`src/hdl/tic_pkg.sv`:
```
package tic_pkg;

  // Register byte addresses on the APB slave.
  localparam logic [7:0] CTRL_OFFSET     = 8'h88;
  localparam logic [7:0] MODE_OFFSET     = 8'h89;
  localparam logic [7:0] COUNT0_OFFSET   = 8'h8C;
  localparam logic [7:0] COUNT1_OFFSET   = 8'h90;
  localparam logic [7:0] CTRL_RESET      = 8'h00;
  localparam logic [7:0] MODE_RESET      = 8'h00;

  // Field positions in the control register; MODE_QUAL_BIT is a position in the mode register.
  localparam int EXT0_SEL_BIT = 0;
  localparam int EXT0_REQ_BIT = 1;
  localparam int EXT1_SEL_BIT = 2;
  localparam int EXT1_REQ_BIT = 3;
  localparam int TMR0_RUN_BIT = 4;
  localparam int TMR0_OVF_BIT = 5;
  localparam int TMR1_RUN_BIT = 6;
  localparam int TMR1_OVF_BIT = 7;
  localparam int MODE_QUAL_BIT = 7;

  localparam int COUNT_WIDTH = 16;

  // Service acknowledge strobes from the CPU vectoring logic.
  typedef struct packed {
    logic timer1;
    logic timer0;
    logic ext1;
    logic ext0;
  } tic_ack_s;

endpackage : tic_pkg

```
`src/hdl/tic_top.sv`:
```
`timescale 1ns/1ps
`default_nettype none

// What this block does
// - Each external input has select bit: 0 senses level, 1 senses edge.
// - External request flag clears on service in edge mode; software writes it only in edge mode.
// - Timer overflow flag clears by hardware when its interrupt is serviced.
// - Timer overflow flag sets when its counter carries out.
// - With qualify bit set, timer 1 counts only while run bit and pin are 1.
module tic_top #(
  parameter int COUNT_WIDTH = tic_pkg::COUNT_WIDTH
) (
  input  wire logic             clk_sys_i,
  input  wire logic             rst_i,
  input  wire logic             psel,
  input  wire logic             penable,
  input  wire logic             pwrite,
  input  wire logic [7:0]       paddr,
  input  wire logic [31:0]      pwdata,
  output logic      [31:0]      prdata,
  output logic                  pready,
  output logic                  pslverr,
  input  wire logic             extint0_pin_n_i,
  input  wire logic             extint1_pin_n_i,
  input  wire tic_pkg::tic_ack_s ack_i,
  output logic      [3:0]       irq_req_o,
  output logic      [7:0]       timer_irq_control_reg_o
);

  logic [7:0] ctrl_r;
  logic [7:0] mode_r;
  logic [1:0] pin_d_r;
  logic       pready_r;

  // External pins are active low; a low level or a falling edge requests.
  wire logic ext0_low_w = ~extint0_pin_n_i;
  wire logic ext1_low_w = ~extint1_pin_n_i;
  wire logic ext0_fall_w = pin_d_r[0] & ~extint0_pin_n_i;
  wire logic ext1_fall_w = pin_d_r[1] & ~extint1_pin_n_i;

  wire logic sel0_w  = ctrl_r[tic_pkg::EXT0_SEL_BIT];
  wire logic sel1_w  = ctrl_r[tic_pkg::EXT1_SEL_BIT];
  wire logic run0b_w = ctrl_r[tic_pkg::TMR0_RUN_BIT];
  wire logic run1b_w = ctrl_r[tic_pkg::TMR1_RUN_BIT];
  wire logic qual_w  = mode_r[tic_pkg::MODE_QUAL_BIT];

  // APB decode: the access phase answers after one wait state, since pready is registered.
  // A write lands only at the edge where the master samples pready high, so a write
  // and the answer that confirms it always belong to the same clock edge.
  wire logic acc_w   = psel & penable & ~pready_r;
  wire logic done_w  = psel & penable & pready_r;
  wire logic wr_w    = done_w & pwrite;
  wire logic hit_ctl = paddr == tic_pkg::CTRL_OFFSET;
  wire logic hit_md  = paddr == tic_pkg::MODE_OFFSET;
  wire logic hit_c0  = paddr == tic_pkg::COUNT0_OFFSET;
  wire logic hit_c1  = paddr == tic_pkg::COUNT1_OFFSET;
  wire logic mapped_w = hit_ctl | hit_md | hit_c0 | hit_c1;
  wire logic wr_ctl_w = wr_w & hit_ctl;
  wire logic [7:0] wd_w = pwdata[7:0];

  wire logic run0_w = run0b_w;
  wire logic run1_w = run1b_w & (~qual_w | extint1_pin_n_i);

  logic [COUNT_WIDTH-1:0] cnt0_w;
  logic [COUNT_WIDTH-1:0] cnt1_w;
  logic                   carry0_w;
  logic                   carry1_w;

  tic_counter #(.WIDTH(COUNT_WIDTH)) u_cnt0 (
    .clk_sys_i  (clk_sys_i),
    .rst_i      (rst_i),
    .run_i      (run0_w),
    .load_i     (wr_w & hit_c0),
    .load_val_i (pwdata[COUNT_WIDTH-1:0]),
    .count_o    (cnt0_w),
    .carry_o    (carry0_w)
  );

  tic_counter #(.WIDTH(COUNT_WIDTH)) u_cnt1 (
    .clk_sys_i  (clk_sys_i),
    .rst_i      (rst_i),
    .run_i      (run1_w),
    .load_i     (wr_w & hit_c1),
    .load_val_i (pwdata[COUNT_WIDTH-1:0]),
    .count_o    (cnt1_w),
    .carry_o    (carry1_w)
  );

  // Hardware set wins over service clear and over a software clear.
  function automatic logic flag_next(input logic cur, input logic set,
                                     input logic clr, input logic sw_wr,
                                     input logic sw_val);
    logic v;
    v = cur;
    if (sw_wr) begin
      v = sw_val;
    end
    if (clr) begin
      v = 1'b0;
    end
    if (set) begin
      v = 1'b1;
    end
    return v;
  endfunction

  // In level mode the flag follows the pin; software cannot touch it.
  wire logic req0_set_w = sel0_w ? ext0_fall_w : ext0_low_w;
  wire logic req1_set_w = sel1_w ? ext1_fall_w : ext1_low_w;
  wire logic req0_clr_w = ack_i.ext0 | (~sel0_w & ~ext0_low_w);
  wire logic req1_clr_w = ack_i.ext1 | (~sel1_w & ~ext1_low_w);

  // The write lock uses the select bit as it stood before the write, so one write
  // that switches to edge mode cannot also set the request flag.
  wire logic req0_nxt = flag_next(ctrl_r[tic_pkg::EXT0_REQ_BIT], req0_set_w, req0_clr_w,
                                  wr_ctl_w & sel0_w, wd_w[tic_pkg::EXT0_REQ_BIT]);
  wire logic req1_nxt = flag_next(ctrl_r[tic_pkg::EXT1_REQ_BIT], req1_set_w, req1_clr_w,
                                  wr_ctl_w & sel1_w, wd_w[tic_pkg::EXT1_REQ_BIT]);
  wire logic ovf0_nxt = flag_next(ctrl_r[tic_pkg::TMR0_OVF_BIT], carry0_w, ack_i.timer0,
                                  wr_ctl_w, wd_w[tic_pkg::TMR0_OVF_BIT]);
  wire logic ovf1_nxt = flag_next(ctrl_r[tic_pkg::TMR1_OVF_BIT], carry1_w, ack_i.timer1,
                                  wr_ctl_w, wd_w[tic_pkg::TMR1_OVF_BIT]);

  wire logic run0_nxt = wr_ctl_w ? wd_w[tic_pkg::TMR0_RUN_BIT] : run0b_w;
  wire logic run1_nxt = wr_ctl_w ? wd_w[tic_pkg::TMR1_RUN_BIT] : run1b_w;
  wire logic sel0_nxt = wr_ctl_w ? wd_w[tic_pkg::EXT0_SEL_BIT] : sel0_w;
  wire logic sel1_nxt = wr_ctl_w ? wd_w[tic_pkg::EXT1_SEL_BIT] : sel1_w;

  wire logic [7:0] ctrl_nxt = {ovf1_nxt, run1_nxt, ovf0_nxt, run0_nxt,
                               req1_nxt, sel1_nxt, req0_nxt, sel0_nxt};
  wire logic [7:0] mode_nxt = (wr_w & hit_md) ? wd_w : mode_r;

  wire logic [31:0] rd_w =
      hit_ctl ? {24'h000000, ctrl_r} :
      hit_md  ? {24'h000000, mode_r} :
      hit_c0  ? {{(32-COUNT_WIDTH){1'b0}}, cnt0_w} :
      hit_c1  ? {{(32-COUNT_WIDTH){1'b0}}, cnt1_w} : 32'h00000000;

  always_ff @(posedge clk_sys_i or posedge rst_i) begin
    if (rst_i) begin
      ctrl_r   <= tic_pkg::CTRL_RESET;
      mode_r   <= tic_pkg::MODE_RESET;
      pin_d_r  <= 2'h3;
      pready_r <= 1'b0;
    end else begin
      ctrl_r   <= ctrl_nxt;
      mode_r   <= mode_nxt;
      pin_d_r  <= {extint1_pin_n_i, extint0_pin_n_i};
      pready_r <= acc_w;
    end
  end

  always_ff @(posedge clk_sys_i or posedge rst_i) begin
    if (rst_i) begin
      prdata  <= 32'h00000000;
      pslverr <= 1'b0;
    end else begin
      prdata  <= (acc_w & ~pwrite) ? rd_w : 32'h00000000;
      pslverr <= acc_w & ~mapped_w;
    end
  end

  assign pready = pready_r;
  assign timer_irq_control_reg_o = ctrl_r;
  assign irq_req_o = {ctrl_r[tic_pkg::TMR1_OVF_BIT], ctrl_r[tic_pkg::EXT1_REQ_BIT],
                      ctrl_r[tic_pkg::TMR0_OVF_BIT], ctrl_r[tic_pkg::EXT0_REQ_BIT]};
endmodule : tic_top

`default_nettype wire

```
`src/hdl/tic_counter.sv`:
```
`timescale 1ns/1ps
`default_nettype none

// Loadable up counter that counts while run_i is high, with a one-cycle carry pulse on wrap.
module tic_counter #(
  parameter int WIDTH = 16
) (
  input  wire logic             clk_sys_i,
  input  wire logic             rst_i,
  input  wire logic             run_i,
  input  wire logic             load_i,
  input  wire logic [WIDTH-1:0] load_val_i,
  output logic      [WIDTH-1:0] count_o,
  output logic                  carry_o
);

  wire logic             wrap_w = run_i & (&count_o);
  wire logic [WIDTH-1:0] inc_w  = count_o + {{(WIDTH-1){1'b0}}, 1'b1};

  always_ff @(posedge clk_sys_i or posedge rst_i) begin
    if (rst_i) begin
      count_o <= '0;
      carry_o <= 1'b0;
    end else begin
      carry_o <= wrap_w & ~load_i;
      if (load_i) begin
        count_o <= load_val_i;
      end else if (run_i) begin
        count_o <= inc_w;
      end
    end
  end

endmodule : tic_counter

`default_nettype wire

```
`config.mk`:
```
export PLATFORM = sky130hd
export DESIGN_NAME = tic_top
export DESIGN_NICKNAME = d
export VERILOG_FILES = /design/src/hdl/tic_pkg.sv /design/src/hdl/tic_top.sv /design/src/hdl/tic_counter.sv
export SDC_FILE = /design/constraint.sdc
export NUM_CORES = 1
export LEC_CHECK = 0
export ABC_AREA = 1
export BUFFER_PORTS_ARGS = -buffer_cell sky130_fd_sc_hd__buf_2
export CAP_MARGIN = 20
export CORE_MARGIN = 3
export CORE_UTILIZATION = 49
export DETAILED_ROUTE_END_ITERATION = 12
export GPL_ROUTABILITY_DRIVEN = 0
export PLACE_DENSITY = 0.8
export SKIP_LAST_GASP = 1
export SLEW_MARGIN = 25
export SYNTH_ARGS = -nofsm -noshare
export SYNTH_HDL_FRONTEND = slang
export SYNTH_SLANG_ARGS = --single-unit
```
`constraint.sdc`:
```
create_clock -name clk_sys_i -period 4.2 [get_ports clk_sys_i]
set_input_delay 0.21 -clock clk_sys_i [delete_from_list [all_inputs] [get_ports clk_sys_i]]
set_output_delay 0.21 -clock clk_sys_i [all_outputs]
set_load 0.02 [all_outputs]
```
==> impl_metrics.py <==
metrics = {
    "power_and_ir_drop": {
        "p_leak_nw": 2.60,
        "ir_drop_v": 0.000226,
        "power.density_nw_per_um2": 294,
    },
    "synth": {
        "synth_top_area_share_pct": 39.3,
        "synth.area.top_cells": "dfrtp_1 39%, nand2_1 17%, nand3_1 7.2%, inv_1 6.7%, nor2_1 5.6%",
        "synth_area_um2": 4330,
        "ys_types": 36,
        "synthCells": 619,
        "avgSynthCellArea_um2": 7.00,
        "ys_ff_latch": 70,
        "yosysWarnings": 0,
        "yosysSeqAreaShare_pct": 40.5,
        "synth.largest_area_cell": "dfrtp_1",
    },
    "worst_setup_path": {
        "critPathLaunchType": "register",
        "arrival_ns": 2.04,
        "critPathRequiredTime_ns": 4.45,
        "rrSetupSlack_ns": 2.41,
        "rr_worst_depth": 7,
        "reg2reg_to": "u_cnt0.carry_o",
        "critPathMaxFanout": 5,
        "critPathKind": "register to register",
        "cp-end-kind": "register",
        "r2r_start": "u_cnt0.count_o[0]",
    },
    "sta": {
        "grt_setup_unrepaired": "false",
        "skew_ns": 0.00876,
        "max-slew-margin-rel_pct": 45.3,
        "worst_pin_slew_ns": 0.819,
        "timing.setup.tns_ns": 0,
        "final_hold_viol_count": 0,
        "post-route-period-util_pct": 42.6,
        "fmax_mhz": 560,
        "slew_viol_final": 0,
        "setup_viol": 0,
        "post-route-min-period_ns": 1.79,
    },
    "routing": {
        "post_drt_wl_per_cell_um": 14.7,
        "vias": 4229,
        "via_per_inst": 5.35,
        "antenna_left": 0,
        "drcViolationCount": 0,
        "drtIter0Drc": 410,
        "first_pass_iters": 5,
        "drt_wl_total_um": 11600,
    },
    "finish": {
        "nets": 733,
        "n_fill_cell": 779,
        "fin_area_um2": 4880,
        "drive_above_1_share_pct": 15.9,
        "area_delta_synth_final_pct": 12.5,
        "n_antenna_cell": 0,
    },
    "run_status": {
        "outcome": "complete, no violations",
    },
    "min_path": {
        "hp-class": "input port to asynchronous set/reset pin",
    },
    "cts": {
        "root_buffer": "clkbuf_8",
        "cts_max_level": 3,
        "clock_path_buffers": 2,
        "cts_made_buffers": 9,
        "hold_buffers": 2,
        "post_cts_buffers": 0,
        "tritoncts": "done",
        "clk_pin_slew_ns": 0.08,
        "numClockSinks": 70,
        "clk_latency_ns": 0.35,
        "cts_resized": 0,
    },
    "global_route": {
        "overflow": 0,
        "grtUsageTotal_pct": 24.2,
        "grt_pass1_vias": 4052,
        "grt_max_degree": 39,
        "grt_pass1_wl_um": 19200,
        "antenna_found_initial": 0,
    },
    "run": {
        "maxCapViolations": 0,
    },
    "floorplan": {
        "num_rows": 33,
        "io_pins": 97,
        "core_um2": 8380,
        "die_w_um": 100,
        "start_util_pct": 51.7,
        "die_h_um": 100,
        "dieArea_um2": 10000,
    },
    "placed_design": {
        "io_buffers": 64,
        "place_hpwl_um": 8540,
        "dpl-instance-area_um2": 4630,
    },
}
[layer usage]
layer | vias up | GRT usage [%] | routed length [µm]
met5 | - | 0 | 0
met4 | 0 | 6.42 | 210
li1 | 2017 | - | -
met2 | 218 | 41.4 | 5760
met1 | 1966 | 31.4 | 4580
met3 | 28 | 4.86 | 1100
[worst max-delay path: stages, from the launching register on]
cell     delay, ns
dfrtp_1       0.47
ha_1          0.26
nand3_1       0.10
nor2_1        0.24
nand2_1       0.14
nor2_1        0.15
nand3_1       0.08
nor3_1        0.23
[cells by family after synthesis]
group / after synthesis / synth area share (%)
compound gates: 51 / 6.50
fa+ha+maj: 2 / 0.577
other cells: 1 / 0.0865
simple gates: 364 / 37.4
flops: 70 / 40.5
xor+xnor: 12 / 2.43
buf+inv: 119 / 12.6
[cell type report]
class	instances	area, µm²	share of cell area (%)
inverters	86	323	6.62
flip-flops and latches	70	1750	36.0
clock inverters	7	97.6	2.00
repair buffers	68	355	7.29
multi-input cells	445	2090	42.9
well taps	105	131	2.69
clock buffers	9	124	2.54
[state kept, by name (all words and copies together), names as in the netlist]
register / cells
u_cnt1.carry_o: 1
pin_d_r: 2
prdata: 16
u_cnt0.count_o: 16
u_cnt0.carry_o: 1
pslverr: 1
mode_r: 8
timer_irq_control_reg_o: 8
pready: 1
u_cnt1.count_o: 16
[Yosys cell counts (all sizes together)]
cell / instances
o211ai: 9
buf: 32
dfstp: 2
xnor2: 3
ha: 2
nand2: 201
clkinv: 3
clkbuf: 1
o22ai: 1
o21ai: 29
nand3: 66
inv: 83
or2: 4
a21oi: 11
a21boi: 1
conb: 1
xor2: 9
nor2: 70
nand4: 5
nand3b: 9
nor3: 9
dfrtp: 68
[worst max path at each step]
stage                                  from            endpoint  slack, ns
after floorplan                       rst_i           mode_r[0]       2.23
after global placement             paddr[0]  u_cnt1.count_o[10]       2.39
after detailed placement           paddr[0]   u_cnt1.count_o[1]       2.32
after CTS                 u_cnt0.count_o[0]      u_cnt0.carry_o       2.48
after global routing      u_cnt0.count_o[0]      u_cnt0.carry_o       2.35
final                     u_cnt0.count_o[0]      u_cnt0.carry_o       2.41
[through the flow]
stage	utilization (%)	power, mW	std cells	hold WS, ns	setup WS, ns
2_1_floorplan	-	0.792	634	0.214	2.23
3_3_place_gp	55.3	0.821	772	0.328	2.39
3_5_place_dp	55.3	0.825	772	0.339	2.32
4_1_cts	58.2	1.43	790	0.0260	2.48
5_1_grt	58.2	1.48	790	0.0681	2.35
6_report	58.2	1.44	790	0.00918	2.41
[placed cells by master (no fill, tap or decap), types with 3 or more instances in the layout]
cell,count
inv_2,7
conb_1,16
clkinv_1,3
o211ai_1,9
inv_1,76
nor3_1,7
xor2_1,9
nand3_1,62
nand2_1,196
o21ai_1,20
xnor2_1,3
o21ai_0,9
nand4_1,5
nor2_1,65
dfrtp_1,68
clkbuf_8,9
nand3b_1,9
a21oi_1,11
nand3_2,3
buf_2,64
nand2_2,3
[where the power goes]
part,switching [mW],internal (mW)
Clock,0.283,0.336
Combinational,0.0816,0.0339
Sequential,0.0149,0.685
(Power assumes the default switching activity.)
